File: src/include/vipu_params.svh
// Offsets, field positions, reset values and vector constants of the interrupt priority unit
`ifndef VIPU_PARAMS_SVH
`define VIPU_PARAMS_SVH
`define VIPU_OFS_ENA        12'h000
`define VIPU_OFS_ENB        12'h004
`define VIPU_OFS_PLA        12'h008
`define VIPU_OFS_PHA        12'h00C
`define VIPU_OFS_PLB        12'h010
`define VIPU_OFS_PHB        12'h014
`define VIPU_OFS_NMI_CONTROL_REG     12'h018
`define VIPU_OFS_VECSTAT    12'h01C
`define VIPU_OFS_IRQ_STAT   12'h020
`define VIPU_OFS_IRQ_EN     12'h024
`define VIPU_OFS_IRQ_CLR    12'h028
`define VIPU_NODES          14
`define VIPU_NMI_SRCS       6
`define VIPU_ENA_BITS       6
`define VIPU_ENB_BITS       8
`define VIPU_VEC_BASE       16'h0003
`define VIPU_VEC_STEP       16'h0008
`define VIPU_VEC_NMI        16'h0073
`define VIPU_RST_REG        8'h00
`define VIPU_EVT_VECTOR     0
`define VIPU_EVT_RETURN     1
`define VIPU_EVT_NMI        2
`endif

File: src/include/vipu_pkg.sv
// Types of the interrupt priority unit
package vipu_pkg;
    typedef enum logic [2:0] {
        VIPU_IDLE  = 3'b001,
        VIPU_GRANT = 3'b010,
        VIPU_HOLD  = 3'b100
    } vipu_state_t;
    // Active level stack: bit 4 is non-maskable, bits 3..0 the maskable levels
    typedef logic [4:0] vipu_lvl_mask_t;
endpackage

File: src/logic/vipu_core.sv
// Vectored interrupt priority unit: APB registers, arbitration, nesting stack
//
// Function
// - One non-maskable node and fourteen maskable nodes are offered to the core.
// - Each source has a fixed vector that the core fetches to serve it.
// - Each node is gated by its own enable bit; the three node-five sources share bit 5; disabled ones never vector.
// - Maskable vectors run 0003 to 006B in steps of eight; enables split 6/8.
// - Node five at 002B is shared by timer 2, divider overflow and LIN.
// - Nodes ten to thirteen serve the four capture/compare node pointers.
// - Each maskable node takes one of four levels from two priority register pairs.
// - Non-maskable node outranks every maskable level and preempts any maskable service.
// - Running service is preempted only by a strictly higher level.
// - Service at the topmost level is never preempted by maskable sources.
// - Simultaneous requests of different levels: highest level wins.
// - Equal levels resolved by fixed polling, external interrupt 0 first.
//
// Implementation choices: the APB interface to the registers and the register addresses.
`timescale 1ns/10ps
`default_nettype none
`include "vipu_params.svh"
module vipu_core (
    input  wire logic        pclk,
    input  wire logic        presetn,
    input  wire logic        psel,
    input  wire logic        penable,
    input  wire logic        pwrite,
    input  wire logic [11:0] paddr,
    input  wire logic [31:0] pwdata,
    output logic      [31:0] prdata,
    output logic             pready,
    output logic             pslverr,
    input  wire logic [13:0] node_req,
    input  wire logic [2:0]  node5_req,
    input  wire logic [5:0]  nmi_src,
    input  wire logic        vec_ack,
    input  wire logic        reti,
    output logic             int_req,
    output logic      [15:0] int_vector,
    output logic             irq
);
    logic [7:0] ena_q, enb_q, pla_q, pha_q, plb_q, phb_q, nmi_control_reg_q;
    logic [7:0] ena_d, enb_d, pla_d, pha_d, plb_d, phb_d, nmi_control_reg_d;
    logic [31:0] prdata_d;
    logic        pready_d, pslverr_d;
    logic [2:0]  irq_en_q, irq_en_d, irq_clr, irq_stat;
    logic        irq_o;
    logic        wr_acc, rd_acc, mapped;

    // A write lands at the edge where the master sees pready high, never earlier
    assign wr_acc = psel && penable && pwrite && pready;
    assign rd_acc = psel && penable && !pwrite && !pready;

    always_comb begin
        unique case (paddr)
            `VIPU_OFS_ENA, `VIPU_OFS_ENB, `VIPU_OFS_PLA, `VIPU_OFS_PHA,
            `VIPU_OFS_PLB, `VIPU_OFS_PHB, `VIPU_OFS_NMI_CONTROL_REG, `VIPU_OFS_VECSTAT,
            `VIPU_OFS_IRQ_STAT, `VIPU_OFS_IRQ_EN, `VIPU_OFS_IRQ_CLR: mapped = 1'b1;
            default: mapped = 1'b0;
        endcase
    end

    // Register writes; the slave answers one cycle after the access phase begins
    always_comb begin
        ena_d    = ena_q;
        enb_d    = enb_q;
        pla_d    = pla_q;
        pha_d    = pha_q;
        plb_d    = plb_q;
        phb_d    = phb_q;
        nmi_control_reg_d = nmi_control_reg_q;
        irq_en_d = irq_en_q;
        irq_clr  = 3'h0;
        if (wr_acc) begin
            unique case (paddr)
                `VIPU_OFS_ENA:      ena_d    = {2'h0, pwdata[5:0]};
                `VIPU_OFS_ENB:      enb_d    = pwdata[7:0];
                `VIPU_OFS_PLA:      pla_d    = {2'h0, pwdata[5:0]};
                `VIPU_OFS_PHA:      pha_d    = {2'h0, pwdata[5:0]};
                `VIPU_OFS_PLB:      plb_d    = pwdata[7:0];
                `VIPU_OFS_PHB:      phb_d    = pwdata[7:0];
                `VIPU_OFS_NMI_CONTROL_REG:   nmi_control_reg_d = {2'h0, pwdata[5:0]};
                `VIPU_OFS_IRQ_EN:   irq_en_d = pwdata[2:0];
                `VIPU_OFS_IRQ_CLR:  irq_clr  = pwdata[2:0];
                default: ;
            endcase
        end
    end

    // Per-node enable and two-bit level: high bit from the H register
    logic [13:0] node_en, node_raw, node_act;
    logic [27:0] node_lvl;
    logic [13:0] lvl_hi, lvl_lo;
    assign node_en = {enb_q, ena_q[5:0]};
    assign lvl_hi  = {phb_q, pha_q[5:0]};
    assign lvl_lo  = {plb_q, pla_q[5:0]};

    genvar g;
    generate
        for (g = 0; g < `VIPU_NODES; g++) begin : g_node
            assign node_lvl[2*g +: 2] = {lvl_hi[g], lvl_lo[g]};
            if (g == 5) begin : g_shared
                assign node_raw[g] = node_req[g] | (|node5_req);
            end else begin : g_single
                assign node_raw[g] = node_req[g];
            end
            assign node_act[g] = node_raw[g] & node_en[g];
        end
    endgenerate

    logic       win_hit;
    logic [3:0] win_node;
    logic [1:0] win_lvl;
    vipu_arbiter u_arb (
        .req      (node_act),
        .lvl      (node_lvl),
        .hit      (win_hit),
        .node     (win_node),
        .node_lvl (win_lvl)
    );

    logic nmi_hit;
    assign nmi_hit = |(nmi_src & nmi_control_reg_q[5:0]);

    // Nesting: one bit per active level; topmost set bit is the running level
    vipu_pkg::vipu_lvl_mask_t act_q, act_d;
    vipu_pkg::vipu_state_t    st_q, st_d;
    logic        int_req_d;
    logic [15:0] vec_q, vec_d;
    logic        pend_nmi_q, pend_nmi_d;
    logic [1:0]  pend_lvl_q, pend_lvl_d;
    logic        may_preempt, nmi_busy;
    logic [2:0]  evt;

    assign nmi_busy = act_q[4];

    always_comb begin
        may_preempt = 1'b1;
        // Strictly higher only: any active level at or above the winner blocks it
        for (int l = 0; l < 4; l++) begin
            if (act_q[l] && 2'(l) >= win_lvl) begin
                may_preempt = 1'b0;
            end
        end
        if (nmi_busy) begin
            may_preempt = 1'b0;
        end
    end

    always_comb begin
        st_d       = st_q;
        act_d      = act_q;
        vec_d      = vec_q;
        pend_nmi_d = pend_nmi_q;
        pend_lvl_d = pend_lvl_q;
        int_req_d  = 1'b0;
        evt        = 3'h0;
        unique case (st_q)
            vipu_pkg::VIPU_IDLE: begin
                if (nmi_hit && !nmi_busy) begin
                    vec_d      = `VIPU_VEC_NMI;
                    pend_nmi_d = 1'b1;
                    st_d       = vipu_pkg::VIPU_GRANT;
                    int_req_d  = 1'b1;
                end else if (win_hit && may_preempt) begin
                    vec_d      = `VIPU_VEC_BASE + 16'(win_node) * `VIPU_VEC_STEP;
                    pend_nmi_d = 1'b0;
                    pend_lvl_d = win_lvl;
                    st_d       = vipu_pkg::VIPU_GRANT;
                    int_req_d  = 1'b1;
                end
            end
            vipu_pkg::VIPU_GRANT: begin
                int_req_d = 1'b1;
                if (vec_ack) begin
                    int_req_d = 1'b0;
                    evt[`VIPU_EVT_VECTOR] = 1'b1;
                    evt[`VIPU_EVT_NMI]    = pend_nmi_q;
                    if (pend_nmi_q) begin
                        act_d[4] = 1'b1;
                    end else begin
                        act_d[pend_lvl_q] = 1'b1;
                    end
                    st_d = vipu_pkg::VIPU_HOLD;
                end
            end
            vipu_pkg::VIPU_HOLD: begin
                // One cycle for the new active level to settle before rearbitration
                st_d = vipu_pkg::VIPU_IDLE;
            end
        endcase
        if (reti && st_q != vipu_pkg::VIPU_GRANT) begin
            evt[`VIPU_EVT_RETURN] = 1'b1;
            // Release only the topmost active level
            if (act_q[4]) begin
                act_d[4] = 1'b0;
            end else if (act_q[3]) begin
                act_d[3] = 1'b0;
            end else if (act_q[2]) begin
                act_d[2] = 1'b0;
            end else if (act_q[1]) begin
                act_d[1] = 1'b0;
            end else begin
                act_d[0] = 1'b0;
            end
        end
    end

    vipu_irq u_irq (
        .pclk    (pclk),
        .presetn (presetn),
        .evt     (evt),
        .clr     (irq_clr),
        .en      (irq_en_q),
        .stat_q  (irq_stat),
        .irq_q   (irq_o)
    );

    always_comb begin
        prdata_d  = 32'h0;
        pready_d  = psel && penable && !pready;
        pslverr_d = psel && penable && !pready && !mapped;
        if (rd_acc) begin
            unique case (paddr)
                `VIPU_OFS_ENA:      prdata_d = {24'h0, ena_q};
                `VIPU_OFS_ENB:      prdata_d = {24'h0, enb_q};
                `VIPU_OFS_PLA:      prdata_d = {24'h0, pla_q};
                `VIPU_OFS_PHA:      prdata_d = {24'h0, pha_q};
                `VIPU_OFS_PLB:      prdata_d = {24'h0, plb_q};
                `VIPU_OFS_PHB:      prdata_d = {24'h0, phb_q};
                `VIPU_OFS_NMI_CONTROL_REG:   prdata_d = {24'h0, nmi_control_reg_q};
                `VIPU_OFS_VECSTAT:  prdata_d = {8'h0, 3'h0, act_q, vec_q};
                `VIPU_OFS_IRQ_STAT: prdata_d = {29'h0, irq_stat};
                `VIPU_OFS_IRQ_EN:   prdata_d = {29'h0, irq_en_q};
                default:            prdata_d = 32'h0;
            endcase
        end
    end

    always_ff @(posedge pclk or negedge presetn) begin
        if (!presetn) begin
            ena_q      <= `VIPU_RST_REG;
            enb_q      <= `VIPU_RST_REG;
            pla_q      <= `VIPU_RST_REG;
            pha_q      <= `VIPU_RST_REG;
            plb_q      <= `VIPU_RST_REG;
            phb_q      <= `VIPU_RST_REG;
            nmi_control_reg_q   <= `VIPU_RST_REG;
            irq_en_q   <= 3'h0;
            act_q      <= 5'h00;
            st_q       <= vipu_pkg::VIPU_IDLE;
            vec_q      <= 16'h0000;
            pend_nmi_q <= 1'b0;
            pend_lvl_q <= 2'h0;
            int_req    <= 1'b0;
            prdata     <= 32'h0;
            pready     <= 1'b0;
            pslverr    <= 1'b0;
        end else begin
            ena_q      <= ena_d;
            enb_q      <= enb_d;
            pla_q      <= pla_d;
            pha_q      <= pha_d;
            plb_q      <= plb_d;
            phb_q      <= phb_d;
            nmi_control_reg_q   <= nmi_control_reg_d;
            irq_en_q   <= irq_en_d;
            act_q      <= act_d;
            st_q       <= st_d;
            vec_q      <= vec_d;
            pend_nmi_q <= pend_nmi_d;
            pend_lvl_q <= pend_lvl_d;
            int_req    <= int_req_d;
            prdata     <= prdata_d;
            pready     <= pready_d;
            pslverr    <= pslverr_d;
        end
    end

    assign int_vector = vec_q;
    assign irq        = irq_o;

    // Checks on arbitration, nesting and the bus answer
    a_vec_range: assert property (@(posedge pclk) disable iff (!presetn)
        int_req |-> (int_vector == `VIPU_VEC_NMI ||
                     (int_vector[2:0] == 3'h3 && int_vector <= 16'h006B)))
        else $error("vector outside table");

    a_nmi_first: assert property (@(posedge pclk) disable iff (!presetn)
        (st_q == vipu_pkg::VIPU_IDLE && nmi_hit && !nmi_busy) |=>
        (int_req && int_vector == `VIPU_VEC_NMI))
        else $error("non-maskable request not vectored first");

    a_no_nmi_nest: assert property (@(posedge pclk) disable iff (!presetn)
        (act_q[4] && st_q == vipu_pkg::VIPU_IDLE) |=> !$rose(int_req))
        else $error("service preempted during non-maskable");

    a_disabled_gated: assert property (@(posedge pclk) disable iff (!presetn)
        (st_q == vipu_pkg::VIPU_IDLE && !nmi_hit && node_act == 14'h0) |=> !int_req)
        else $error("disabled source vectored");

    a_strict_higher: assert property (@(posedge pclk) disable iff (!presetn)
        (st_q == vipu_pkg::VIPU_IDLE && !nmi_hit && win_hit && act_q[win_lvl]) |=> !int_req)
        else $error("equal level preempted");

    a_top_level: assert property (@(posedge pclk) disable iff (!presetn)
        (st_q == vipu_pkg::VIPU_IDLE && !nmi_hit && act_q[3]) |=> !int_req)
        else $error("top level preempted");

    a_grant_hold: assert property (@(posedge pclk) disable iff (!presetn)
        (int_req && !vec_ack) |=> (int_req && $stable(int_vector)))
        else $error("request dropped before acknowledge");

    a_level_entry: assert property (@(posedge pclk) disable iff (!presetn)
        (st_q == vipu_pkg::VIPU_GRANT && vec_ack && !pend_nmi_q && !reti) |=>
        act_q[$past(pend_lvl_q)])
        else $error("level not recorded on entry");

    a_poll_order: assert property (@(posedge pclk) disable iff (!presetn)
        (st_q == vipu_pkg::VIPU_IDLE && !nmi_hit && may_preempt && node_act[0] &&
         node_lvl[1:0] == win_lvl) |=> (int_vector == `VIPU_VEC_BASE))
        else $error("polling order broken");

    a_level_release: assert property (@(posedge pclk) disable iff (!presetn)
        (reti && st_q != vipu_pkg::VIPU_GRANT && act_q[4]) |=> !act_q[4])
        else $error("non-maskable level not released on return");

    a_nmi_masked: assert property (@(posedge pclk) disable iff (!presetn)
        (st_q == vipu_pkg::VIPU_IDLE && (|nmi_src) && !nmi_hit && !win_hit) |=> !int_req)
        else $error("disabled non-maskable source vectored");

    a_shared_node: assert property (@(posedge pclk) disable iff (!presetn)
        (st_q == vipu_pkg::VIPU_IDLE && !nmi_hit && node_act == 14'h0020 && act_q == 5'h00)
        |=> (int_vector == `VIPU_VEC_BASE + 16'h0005 * `VIPU_VEC_STEP))
        else $error("shared node not vectored");

    // Answer stands one cycle; a strobe held past it is answered again every other cycle
    a_ready_pulse: assert property (@(posedge pclk) disable iff (!presetn)
        pready |=> !pready)
        else $error("ready held longer than one cycle");
endmodule
`default_nettype wire

File: src/logic/vipu_arbiter.sv
// Picks the winning maskable node: highest level first, then fixed polling order
`timescale 1ns/10ps
`default_nettype none
module vipu_arbiter (
    input  wire logic [13:0] req,
    input  wire logic [27:0] lvl,
    output logic             hit,
    output logic [3:0]       node,
    output logic [1:0]       node_lvl
);
    always_comb begin
        hit      = 1'b0;
        node     = 4'h0;
        node_lvl = 2'h0;
        // Scan from last poll position down so the lowest index wins ties
        for (int i = 13; i >= 0; i--) begin
            if (req[i] && (!hit || lvl[2*i +: 2] >= node_lvl)) begin
                hit      = 1'b1;
                node     = 4'(i);
                node_lvl = lvl[2*i +: 2];
            end
        end
    end
endmodule
`default_nettype wire

File: src/logic/vipu_irq.sv
// Sticky event status with enable and write-one clear, one level interrupt
`timescale 1ns/10ps
`default_nettype none
module vipu_irq (
    input  wire logic       pclk,
    input  wire logic       presetn,
    input  wire logic [2:0] evt,
    input  wire logic [2:0] clr,
    input  wire logic [2:0] en,
    output logic      [2:0] stat_q,
    output logic            irq_q
);
    logic [2:0] stat_d;
    always_comb begin
        // Set wins over a clear in the same cycle
        stat_d = (stat_q & ~clr) | evt;
    end
    always_ff @(posedge pclk or negedge presetn) begin
        if (!presetn) begin
            stat_q <= 3'h0;
            irq_q  <= 1'b0;
        end else begin
            stat_q <= stat_d;
            irq_q  <= |(stat_d & en);
        end
    end
endmodule
`default_nettype wire

File: config.mk
export PLATFORM = sky130hd
export DESIGN_NAME = vipu_core
export DESIGN_NICKNAME = d
export VERILOG_FILES = /design/src/include/vipu_pkg.sv /design/src/logic/vipu_core.sv /design/src/logic/vipu_arbiter.sv /design/src/logic/vipu_irq.sv
export VERILOG_INCLUDE_DIRS = /design/src /design/src/include
export SDC_FILE = /design/constraint.sdc
export NUM_CORES = 1
export LEC_CHECK = 0
export ABC_AREA = 1
export BUFFER_PORTS_ARGS = -buffer_cell sky130_fd_sc_hd__clkbuf_2
export CAP_MARGIN = 30
export CORE_UTILIZATION = 30
export CTS_CLUSTER_SIZE = 30
export DETAILED_ROUTE_END_ITERATION = 12
export PLACE_DENSITY_LB_ADDON = 0.12
export SETUP_SLACK_MARGIN = 0.05
export SLEW_MARGIN = 20
export SYNTH_ARGS = -nofsm -noshare
export SYNTH_HDL_FRONTEND = slang
export SYNTH_SLANG_ARGS = --single-unit
export TNS_END_PERCENT = 30
File: constraint.sdc
create_clock -name pclk -period 13.56 [get_ports pclk]
set_clock_uncertainty 0.1 [all_clocks]
set_input_delay 1.356 -clock pclk [delete_from_list [all_inputs] [get_ports pclk]]
set_output_delay 1.356 -clock pclk [all_outputs]
set_load 0.005 [all_outputs]
## Yosys cells after proc, flatten, opt, wreduce, memory -nomap -nowiden

Cells that the tools add are included.

- Bits in registers: 117
- Bits in read-only memories: 0
- Memory bits (writable): 0
- Latch bits: 0
- Memories: 0

- Add/subtract/negate cells: 1
- Shifts and indexed selects: 0
- Order comparisons: 19
- Equal/unequal tests: 16
- Bitwise operators: 22
- Reductions and logical operators: 75
- Multiply operators: 0
- Div/mod/pow operators: 0
- Muxes and demuxes: 84

Operators with widths:

| cell | count |
|---|---|
| $pmux W21 S10 | 1 |
| $mux W4 | 16 |
| $eq A12 B5 Y1 const B | 4 |
| $mux W1 | 37 |
| $eq A12 B6 Y1 const B | 3 |
| $mux W16 | 2 |
| $mux W2 | 15 |
| $logic_and A1 B1 Y1 | 28 |
| $ge A2 B2 Y1 | 13 |
| $eq A12 B4 Y1 const B | 2 |
| $mux W21 | 1 |
| $reduce_and A2 Y1 | 10 |
| $mux W3 | 6 |
| $logic_not A1 Y1 | 17 |
| $mux W5 | 3 |
| $and A1 B1 Y1 | 14 |
| $logic_or A1 B1 Y1 | 13 |
| $eq A12 B3 Y1 const B | 1 |
| $logic_not A12 Y1 | 1 |
| $reduce_or A11 Y1 | 1 |
| $pmux W3 S3 | 1 |
| $add A2 B7 Y8 const A | 1 |
| $and A3 B3 Y3 | 2 |
| $and A6 B6 Y6 | 1 |
| 21 further kinds | 24 |

## Logic depth before layout (Yosys ltp)

Gate-level depths: netlist (run 1).

- Word-level depth: 65
- Mapped depth: 113

## Cells and area by module

A second synthesis (run 1) with hierarchy kept.

- Cells, all modules: 801
- Area total of the unflattened synthesis: 5763.0 um2

Modules (own cells, without submodules):

| module | times used | cells each | area each (um2) |
|---|---|---|---|
| vipu_core | 1 | 549 | 4251.6 |
| vipu_arbiter | 1 | 232 | 1327.5 |
| vipu_irq | 1 | 20 | 183.9 |

## Worst setup path after synthesis (run 1)

No wires, ideal clock.

- Path kind: in2reg
- Start: input node_req[13]
- End: register vec_q[6], in the netlist int_vector[6]
- Slack: 0.117 ns
- Data required time: 13.395 ns
- Arrival time: 13.278 ns
- Stages on the path: 101
- Buffers on the path: 0
- Cells stage by stage: nand2_2 -> nor2_1 -> inv_1 -> ha_1 -> nand2_1 -> nand2_1 -> nand2_2 -> o21ai_0 -> ha_1 -> inv_1 -> nand2_1 -> nand2_1 -> nand3_2 -> nand2_2 -> nand2_1 -> o21ai_1 -> ha_1 -> o21ai_0 -> (+65 left out) -> o21a_1 -> ha_1 -> o21ai_0 -> nand3b_1 -> nand2_1 -> inv_1 -> nand2_1 -> nand2_1 -> ha_1 -> o21ai_0 -> or3b_2 -> nand3_1 -> inv_1 -> a2111oi_0 -> nand4_1 -> nand2_1 -> nand2_1 -> nand2_1

- Longest elaborated chain between the ends: 64
- Elaborated cells between the ends (all ways): 114
- Those cells by class: add/sub: 1; order compare: 17; mux: 49; bitwise: 1; reduce/logical: 46

RTL lines:

| item | RTL line | source |
|---|---|---|
| start, declared | vipu_core.sv:32 | `input wire logic [13:0] node_req,` |
| $and A1 B1 Y1 (*) | vipu_core.sv:106 | `assign node_act[g] = node_raw[g] & node_en[g];` |
| $mux W2 or $mux W1 (tied branches) | vipu_arbiter.sv:17 | `if (req[i] && (!hit \|\| lvl[2*i +: 2] >= node_lvl)) begin` |
| $ge A2 B2 Y1 or $logic_not A1 Y1 (tied branches) | vipu_arbiter.sv:17 |  |
| $logic_or A1 B1 Y1 | vipu_arbiter.sv:17 |  |
| $logic_and A1 B1 Y1 | vipu_arbiter.sv:17 |  |
| $mux W2 or $mux W1 (tied branches) | vipu_arbiter.sv:17 |  |
| $ge A2 B2 Y1 or $logic_not A1 Y1 (tied branches) | vipu_arbiter.sv:17 |  |
| $logic_or A1 B1 Y1 | vipu_arbiter.sv:17 |  |
| (+45 left out) | - |  |
| $mux W2 | vipu_arbiter.sv:17 |  |
| $ge A1 B2 Y1 | vipu_core.sv:140 | `if (act_q[l] && 2'(l) >= win_lvl) begin` |
| $logic_and A1 B1 Y1 | vipu_core.sv:140 |  |
| $mux W1 (4 in series) | vipu_core.sv:140 |  |
| $mux W1 | vipu_core.sv:144 | `if (nmi_busy) begin` |
| $logic_and A1 B1 Y1 | vipu_core.sv:164 | `end else if (win_hit && may_preempt) begin` |
| $reduce_bool A2 Y1 (no source line) | - |  |
| $reduce_and A2 Y1 (no source line) | - |  |
| end signal, assigned | vipu_core.sv:269 | `vec_q <= vec_d;` |
| end, declared | vipu_core.sv:128 | `logic [15:0] vec_q, vec_d;` |

Every way passes the cells marked *; elsewhere a longest branch is shown, timed or not. The select of a mux whose other input is x is not followed.
A chain may end at the register's enable or synchronous reset.

## Worst setup path after layout (run 1)

- Start: input node_req[13]
- End: register vec_q[4], in the netlist int_vector[4]

The elaborated chain is that of the path after synthesis.

==> out/summary.txt, run 1 <==
First-pass GRT wire length - 26700 um
Area after DPL - 6340 um2
Unique masters post-synth - 41
Die Area - 18600 um2
Status - finished, final reports clean
Io pins - 126
EDFF count, synth - 0
Startpoint Class - primary input
Vias - 5231
Post-Place Setup Slack - -1060 ps
Final instance area - 7390 um2
LEAKAGE - 0.00367 uW
Comb power frac - 0.096
Req. time, crit path - 13750 ps
Clk network pwr share - 0.469
Core Rows - 48
DR pass1 iterations - 4
Worst min-delay path class - reg2reg
MaxCap Viol Count - 0
Post-DP HPWL - 13200 um
Largest net degree at the start of global routing - 50
Wire per inst - 15.9 um
Core area - 17500 um2
Clock root buffer - clkbuf_16
Area grow syn2layout - 36.2%
Chip Width - 136 um
VDD IR-drop max - 0.0000653 V
CP max stage cell - or3b_4
RSZ-0062 raised after global routing - yes
Slew headroom - 0.482
Grt total ovfl - 0
Critical Path AT - 13290 ps
Crit path capture type - register
Number of DRC markers in iteration 0 - 275
CTS Buf Count - 9
Vias in the first global route - 5040
Worst Tran Pin Value - 774 ps
Drt drc - 0
Fmax - 76.3 MHz
Initial antenna violation count - 0
Synth warn - 0
Synth async-reset ratio - 1.00
CP most frequent cell - nand2_2
Hold Vio Cnt, Final - 0
Layout cell share with drive strength beyond 1 - 0.352
Starting Density - 0.310
Post-route ant nets - 0
Minimum clock period after layout - 13110 ps
Max FO, Critical Path - 6
P per Cell Area - 84.6 nW/um2
Syn Inst Count - 715
Power Total - 625 uW
Worst-path clk slew - 70 ps
Final Cycle Share - 0.967
Syn Area/Cell - 7.59 um2
Synth Register Bits - 87
Clk Latency, worst-skew pair - 360 ps
H-tree depth - 3
Global placement routability congestion - 0.862
ANT cells - 0
Slowest stage delay, CP - 420 ps
Area of the mapped netlist - 5420 um2
Bufs on Longest Clock Path - 2
Internal power - 468 uW
IO Port Bufs - 72
Final setup vio count - 0
Layout Nets - 960
Switch share - 0.252
Final core occ - 0.423
Min setup slack post-route - 453 ps
Sink Count - 87
Critical path type - in2reg
CTS tree - done
Total wire length - 17400 um
Net Sw Power - 157 uW
Top_reg_cell synth - dfrtp_1
Register area share after synthesis - 0.402
Slew Limit Fails - 0
Die height - 136 um
Vias per std cell - 4.78
Final hold slack - 383 ps
Sequential power share - 0.435
Tot GR Track Use - 0.193
[metal layers]
metal	routed length, um	vias up	GRT usage
li1	-	2585	-
met1	7700	2473	0.244
met2	8430	141	0.316
met3	594	32	0.0257
met4	720	0	0.109
met5	0	-	0
[final timing paths]
kind | cells after the start | slack [ps] | end | start
max | 106 | 450 | int_vector[4] | node_req[13]
min in group asynchronous | 1 | 870 | prdata[2] | presetn
max reg2reg | 105 | 990 | int_vector[4] | enb_q[7]
min | 2 | 380 | plb_q[6] | plb_q[6]
max in group asynchronous | 2 | 11450 | int_vector[5] | presetn
min reg2reg | 2 | 380 | plb_q[6] | plb_q[6]
[state kept, by name (all words and copies together) (netlist names), 5 cells and up]
name,cells
act_q,5
ena_q,6
enb_q,8
int_vector,5
nmi_control_reg_q,6
pha_q,6
phb_q,8
pla_q,6
plb_q,8
prdata,13
[critical path: cells and delay by family]
family	cells	cell delay, ps
AND/OR/NAND/NOR	55	5370
adder cells (fa/ha/maj)	13	3550
AO/OA/AOI/OAI	22	1970
buffers and inverters	16	1010
[logic make-up after synthesis]
logic type / Yosys count / synth area share
fa+ha+maj: 21 / 0.0484
buf+inv: 152 / 0.126
flops: 87 / 0.402
compound gates: 129 / 0.138
simple gates: 325 / 0.285
other cells: 1 / 0.000691
[cells in the mapped netlist, types with 3 or more instances]
| master | instances | area share |
|---|---|---|
| o22ai_1 | 9 | 0.010 |
| nand3_1 | 35 | 0.032 |
| o21ai_0 | 73 | 0.067 |
| o211ai_1 | 3 | 0.0042 |
| and2_1 | 5 | 0.0058 |
| or3b_2 | 3 | 0.0048 |
| nand4_1 | 6 | 0.0069 |
| a21oi_1 | 11 | 0.010 |
| nor4_1 | 4 | 0.0046 |
| nand2_2 | 18 | 0.021 |
| inv_1 | 110 | 0.076 |
| clkbuf_1 | 9 | 0.0062 |
| a22o_1 | 3 | 0.0048 |
| nand3b_1 | 4 | 0.0055 |
| nand2_4 | 7 | 0.015 |
| buf_4 | 30 | 0.042 |
| nor2_1 | 38 | 0.026 |
| a221oi_1 | 9 | 0.015 |
| nor3_1 | 9 | 0.0083 |
| o21ai_1 | 8 | 0.0074 |
| nand2_1 | 178 | 0.12 |
| nand3_2 | 13 | 0.024 |
| inv_2 | 3 | 0.0021 |
| ha_1 | 21 | 0.048 |
| dfrtp_1 | 86 | 0.40 |
[what timing repair did]
action / 4_1_cts / 5_1_grt
endpoints found under the setup margin: 11 / 11
pin swaps: 15 / 69
gates resized for setup: 30 / 110
hold buffers: 0 / 0
buffers inserted: 4 / 17
cloned: 0 / 0
[power by group through the flow]
stage | registers [uW] | logic (uW) | clock network (uW)
after floorplan | 276 | 35.5 | 0
after global placement | 276 | 55.5 | 0
after detailed placement | 277 | 56.2 | 0
after CTS | 272 | 57.9 | 298
after global routing | 272 | 67.2 | 310
final | 272 | 60.0 | 293
[final cells by class]
| type | instances | area, um2 |
|---|---|---|
| fillers | 1794 | 10100 |
| multi-input cells | 504 | 3170 |
| flip-flops and latches | 87 | 2180 |
| repair buffers | 150 | 985 |
| inverters | 113 | 434 |
| well taps | 225 | 282 |
| clock buffers | 9 | 225 |
| clock inverters | 6 | 116 |
[through the flow]
stage	cells	setup TNS (ps)
2_1_floorplan	743	0
3_3_place_gp	1058	-6480
3_5_place_dp	1058	-10280
4_1_cts	1077	0
5_1_grt	1094	-3560
6_report	1094	0
[placed cells by master (no fill, tap or decap), types with 6 or more instances in the layout]
cell type	Yosys	layout
nand2_1	178	144
inv_1	110	97
dfrtp_1	86	86
buf_4	30	72
clkbuf_2	0	70
o21ai_0	73	66
nand2_2	18	42
nor2_1	38	36
conb_1	1	29
nand3_1	35	26
nand2_4	7	16
nand3_2	13	14
o21ai_2	2	13
inv_2	3	12
ha_1	21	11
ha_4	0	10
nand3_4	1	9
nor3_1	9	9
a221oi_1	9	9
o22ai_1	9	9
clkbuf_16	0	9
a21oi_2	0	7
buf_6	0	7
nand4_1	6	6
Note: power is estimated with default switching activity, not from simulation.
==> run 2: changes to the inputs <==
--- a/config.mk
+++ b/config.mk
@@ -12,7 +12,6 @@
 export CORE_UTILIZATION = 30
 export CTS_CLUSTER_SIZE = 30
 export DETAILED_ROUTE_END_ITERATION = 12
-export PLACE_DENSITY_LB_ADDON = 0.12
 export SETUP_SLACK_MARGIN = 0.05
 export SLEW_MARGIN = 20
 export SYNTH_ARGS = -nofsm -noshare
==> run 2 against run 1 <==
Effect of this change: non-clock buffer count decreased by 1; sequential power about the same; sequential share of layout area increased by 0.75 points; combinational power decreased by 6.0%; final cell count decreased by 0.18%; die area unchanged; largest power group is now sequential cells.
==> out/summary.txt, run 2 (same netlist as run 1, synthesis figures left out) <==
Fmax - 76.7 MHz (was 76.3 MHz)
Drt drc - 0 (unchanged)
Hold Vio Cnt, Final - 0 (unchanged)
Layout cell share with drive strength beyond 1 - 0.329 (was 0.352)
Hold_sp - plb_q[5] (was plb_q[6])
Area grow syn2layout - 32.8% (was 36.2%)
Slowest stage delay, CP - 400 ps (was 420 ps)
Post-DP HPWL - 12200 um (was 13200 um)
RSZ-0062 raised after global routing - yes (unchanged)
Min setup slack post-route - 516 ps (was 453 ps)
Clk network pwr share - 0.428 (was 0.469)
CP most frequent cell - nand2_2 (unchanged)
Internal power - 427 uW (was 468 uW)
Slew Limit Fails - 0 (unchanged)
Worst path bufs/invs - 16 (unchanged)
Placed cells - 1054 (was 1058)
Final hold slack - 384 ps (was 383 ps)
Startpoint Class - primary input (unchanged)
Slew headroom - 0.434 (was 0.482)
LEAKAGE - 0.00361 uW (was 0.00367 uW)
Bufs on Longest Clock Path - 2 (unchanged)
Final setup vio count - 0 (unchanged)
CP startpoint - node_req[13] (unchanged)
Sink Count - 87 (unchanged)
DR pass1 iterations - 5 (was 4)
Number of DRC markers in iteration 0 - 420 (was 275)
R2R cell count - 102 (was 105)
CTS tree - done (unchanged)
Met1 Use GR - 0.252 (was 0.244)
R2R Path Start - enb_q[7] (unchanged)
Initial antenna violation count - 0 (unchanged)
Gr busiest metal - met2 (unchanged)
Worst Tran Pin Value - 849 ps (was 774 ps)
Global placement routability congestion - 0.892 (was 0.862)
Crit path capture type - register (unchanged)
Fin cells - 1092 (was 1094)
Worst min-delay path class - reg2reg (unchanged)
Minimum clock period after layout - 13040 ps (was 13110 ps)
CTS Hold Bufs - 0 (unchanged)
IO Port Bufs - 72 (unchanged)
Tot GR Track Use - 0.180 (was 0.193)
Layout Nets - 959 (was 960)
Net Sw Power - 146 uW (was 157 uW)
Critical Path AT - 13240 ps (was 13290 ps)
Largest reg by FF count - prdata (unchanged)
Total wire length - 16500 um (was 17400 um)
Vias - 5210 (was 5231)
CP top delay family - simple AND/OR/NAND/NOR gates (unchanged)
Vias per std cell - 4.77 (was 4.78)
CTS Buf Count - 9 (unchanged)
Core area - 17500 um2 (unchanged)
Max FO, Critical Path - 5 (was 6)
VDD IR-drop max - 0.0000594 V (was 0.0000653 V)
Max FFs per register - 13 (unchanged)
Chip Width - 136 um (unchanged)
R2R Setup Slk - 1100 ps (was 990 ps)
Status - finished, final reports clean (unchanged)
Worst-path clk slew - 60 ps (was 70 ps)
Die Area - 18600 um2 (unchanged)
Clock root buffer - clkbuf_16 (unchanged)
Final Cycle Share - 0.962 (was 0.967)
P per Cell Area - 79.6 nW/um2 (was 84.6 nW/um2)
Die height - 136 um (unchanged)
MaxCap Viol Count - 0 (unchanged)
Vias in the first global route - 4698 (was 5040)
Critical path type - in2reg (unchanged)
Commonest non-fill, non-tap cell in the layout - nand2_1 (unchanged)
Met3 usage - 0.0213 (was 0.0257)
Io pins - 126 (unchanged)
Largest net degree at the start of global routing - 67 (was 50)
Switch share - 0.255 (was 0.252)
ANT cells - 0 (unchanged)
Grt total ovfl - 0 (unchanged)
Post-Place Setup Slack - -925 ps (was -1060 ps)
Crit path capture - int_vector[6] (was int_vector[4])
Comb power frac - 0.098 (was 0.096)
Clk Latency, worst-skew pair - 350 ps (was 360 ps)
Starting Density - 0.310 (unchanged)
Grt met2 use - 0.281 (was 0.316)
R2R Path End - int_vector[6] (was int_vector[4])
Req. time, crit path - 13750 ps (about the same)
First-pass GRT wire length - 25000 um (was 26700 um)
Sequential power share - 0.474 (was 0.435)
Most frequent cells in the layout - nand2_1, inv_1, dfrtp_1, buf_4, clkbuf_2 (unchanged)
H-tree depth - 3 (unchanged)
Post-route ant nets - 0 (unchanged)
CP max stage cell - or3b_4 (unchanged)
WP depth - 106 (unchanged)
Wire per inst - 15.1 um (was 15.9 um)
Core Rows - 48 (unchanged)
[run 2: final cells by class]
class | instances | area [um2]
well taps | 225 | 282
multi-input cells | 504 | 3070
inverters | 113 | 429
fillers | 1739 | 10300
repair buffers | 149 | 966
clock inverters | 3 | 46.3
clock buffers | 11 | 233
flip-flops and latches | 87 | 2180
[run 2: power groups by stage]
stage	Sequential, uW	Clock (uW)	Combinational [uW]
after floorplan	276	0	35.5
after global placement	276	0	52.5
after detailed placement	276	0	53.8
after CTS	271	249	53.6
after global routing	272	257	65.4
final	272	245	56.4
[run 2: repair_timing]
action	4_1_cts	5_1_grt
setup endpoints to repair	11	11
pin swaps	6	64
resized for setup	20	93
endpoints found under the hold margin	0	0
setup buffers	4	20
[run 2: worst min-delay path by stage]
stage / endpoint / cells after the start
after global routing: pla_q[3] / 2
after detailed placement: pla_q[3] / 2
after global placement: plb_q[5] / 2
final: plb_q[5] / 2
after CTS: pla_q[3] / 2
after floorplan: pha_q[3] / 2
[run 2: stage by stage]
step	utilization	power (uW)	setup TNS (ps)	instance area (um2)
after global placement	0.361	329	-7220	6310
after CTS	0.382	573	0	6670
after global routing	0.412	594	-2340	7210
after detailed placement	0.361	330	-8690	6310
after floorplan	-	311	0	5530
final	0.412	573	0	7210
[run 2: metal layers]
| metal | up-vias | share of wire |
|---|---|---|
| li1 | 2573 | - |
| met1 | 2436 | 0.46 |
| met2 | 178 | 0.47 |
| met3 | 23 | 0.056 |
| met4 | 0 | 0.020 |
| met5 | - | 0 |
[run 2: worst min-delay path, cell delays in order (launching register included)]
cell and delay, ps:
dfrtp_1 340, nand2_1 50, o21ai_0 60
==> run 3: changes to the inputs <==
--- a/config.mk
+++ b/config.mk
@@ -12,6 +12,7 @@
 export CORE_UTILIZATION = 30
 export CTS_CLUSTER_SIZE = 30
 export DETAILED_ROUTE_END_ITERATION = 12
+export MAX_ROUTING_LAYER = met4
 export SETUP_SLACK_MARGIN = 0.05
 export SLEW_MARGIN = 20
 export SYNTH_ARGS = -nofsm -noshare
==> run 3 against run 2 <==
Effect of this change: setup slack worse by 8.2 ps; total power increased by 0.18%; first-iteration DRC count down 0.71%; wire length about the same; utilization is the same; via count fell by 0.58%; final cell count stayed put; flip-flop and latch count unchanged; global-route usage rose by 0.53 points; combinational power about the same; hold slack got worse by 1.0 ps; sequential share of layout area is the same; highest routed layer unchanged.
==> out/summary.txt, run 3 (same netlist as run 1, synthesis figures left out) <==
Critical Path AT - 13250 ps (was 13240 ps)
Startpoint Class - primary input (unchanged)
LEAKAGE - 0.00361 uW (unchanged)
Die Area - 18600 um2 (unchanged)
Vias per std cell - 4.74 (was 4.77)
Io pins - 126 (unchanged)
Max FO, Critical Path - 5 (unchanged)
Grt total ovfl - 0 (unchanged)
Final instance area - 7210 um2 (unchanged)
Starting Density - 0.310 (unchanged)
Slowest stage delay, CP - 400 ps (about the same)
Die height - 136 um (unchanged)
Core Rows - 48 (unchanged)
VDD IR-drop max - 0.0000591 V (was 0.0000594 V)
Max FFs per register - 13 (unchanged)
Fmax - 76.6 MHz (was 76.7 MHz)
Vias in the first global route - 4688 (was 4698)
CTS tree - done (unchanged)
Wire per inst - 15.1 um (about the same)
Worst min-delay path class - reg2reg (unchanged)
Critical path type - in2reg (unchanged)
RSZ-0062 raised after global routing - yes (unchanged)
CP top delay family - simple AND/OR/NAND/NOR gates (unchanged)
Worst-path clk slew - 70 ps (was 60 ps)
DR pass1 iterations - 5 (unchanged)
Area grow syn2layout - 32.8% (unchanged)
CTS Buf Count - 9 (unchanged)
Layout Nets - 959 (unchanged)
CP most frequent cell - nand2_2 (unchanged)
Core area - 17500 um2 (unchanged)
Drt drc - 0 (unchanged)
Commonest non-fill, non-tap cell in the layout - nand2_1 (unchanged)
Clk Latency, worst-skew pair - 350 ps (about the same)
Number of DRC markers in iteration 0 - 417 (was 420)
Worst path bufs/invs - 16 (unchanged)
Final Cycle Share - 0.963 (was 0.962)
IO Port Bufs - 72 (unchanged)
Worst Tran Pin Value - 859 ps (was 849 ps)
Most frequent cells in the layout - nand2_1, inv_1, dfrtp_1, buf_4, clkbuf_2 (unchanged)
Crit path capture type - register (unchanged)
Post-DP HPWL - 12200 um (unchanged)
P per Cell Area - 79.7 nW/um2 (was 79.6 nW/um2)
Bufs on Longest Clock Path - 2 (unchanged)
H-tree depth - 3 (unchanged)
ANT cells - 0 (unchanged)
MaxCap Viol Count - 0 (unchanged)
Fin cells - 1092 (unchanged)
Area after DPL - 6310 um2 (unchanged)
Total wire length - 16500 um (about the same)
First-pass GRT wire length - 25000 um (about the same)
Tot GR Track Use - 0.185 (was 0.180)
Sink Count - 87 (unchanged)
Chip Width - 136 um (unchanged)
Slew Limit Fails - 0 (unchanged)
Post-route ant nets - 0 (unchanged)
Slew headroom - 0.427 (was 0.434)
Final setup vio count - 0 (unchanged)
Global placement routability congestion - 0.907 (was 0.892)
Initial antenna violation count - 0 (unchanged)
Placed cells - 1054 (unchanged)
CP max stage cell - or3b_4 (unchanged)
Layout cell share with drive strength beyond 1 - 0.329 (unchanged)
Largest reg by FF count - prdata (unchanged)
Req. time, crit path - 13750 ps (about the same)
Vias - 5180 (was 5210)
Largest net degree at the start of global routing - 67 (unchanged)
Clock root buffer - clkbuf_16 (unchanged)
Status - finished, final reports clean (unchanged)
Hold Vio Cnt, Final - 0 (unchanged)
Power Total - 574 uW (was 573 uW)
Minimum clock period after layout - 13050 ps (was 13040 ps)
run 3: cell counts in the layout (fill, tap and decap cells not counted):
No cell type changed its count.
run 3: per-stage QoR:
stage | utilization | hold slack [ps] | worst slack (ps) | setup TNS [ps]
2_1_floorplan | - | 353 | 117 | 0
3_3_place_gp | 0.361 | 366 | -832 | -7220
3_5_place_dp | 0.361 | 374 | -925 | -8690
4_1_cts | 0.382 | 389 | 66.0 | 0
5_1_grt | 0.412 | 404 | -244 | -2310
6_report | 0.412 | 383 | 508 | 0
run 3: final timing paths:
check                        startpoint             to  slack (ps)  cells after the start
max reg2reg                    enb_q[7]  int_vector[6]        1090                    102
max in group asynchronous       presetn       phb_q[4]       11410                      2
max                        node_req[13]  int_vector[6]         510                    106
min reg2reg                    pla_q[3]       pla_q[3]         380                      2
min in group asynchronous       presetn       phb_q[7]         790                      1
min                            pla_q[3]       pla_q[3]         380                      2
run 3: repair_timing:
| action | CTS | global route |
|---|---|---|
| endpoints found under the setup margin | 11 | 11 |
| resized for setup | 20 | 93 |
| pin swaps | 6 | 64 |
| hold buffers | 0 | 0 |
| setup buffers | 4 | 20 |
run 3: layer usage:
metal	vias up	track usage	part of all wire
met2	154	0.281	0.47
li1	2577	-	-
met3	24	0.0276	0.051
met1	2425	0.253	0.47
met4	0	0.0531	0.017
met5	-	-	0
run 3: layout make-up:
| cell class | count | area (um2) |
|---|---|---|
| fill | 1739 | 10300 |
| timing repair buffer | 149 | 966 |
| multi-input combinational | 504 | 3070 |
| tap | 225 | 282 |
| clock inverter | 3 | 46.3 |
| clock buffer | 11 | 233 |
| inverter | 113 | 429 |
| sequential | 87 | 2180 |
run 3: power by group:
part	leakage, uW	switching, uW	total, uW	internal [uW]
combinational	0.00229	38.4	56.7	18.3
sequential	0.00119	3.96	272	268
clock	0.000132	105	246	141
run 3: worst reg2reg max path, delay by kind of cell, from the launching register on:
family,cells,cell delay (ps)
adder cells (fa/ha/maj),13,3400
flip-flops,1,460
AND/OR/NAND/NOR,54,5670
AO/OA/AOI/OAI,22,1840
buffers and inverters,13,900
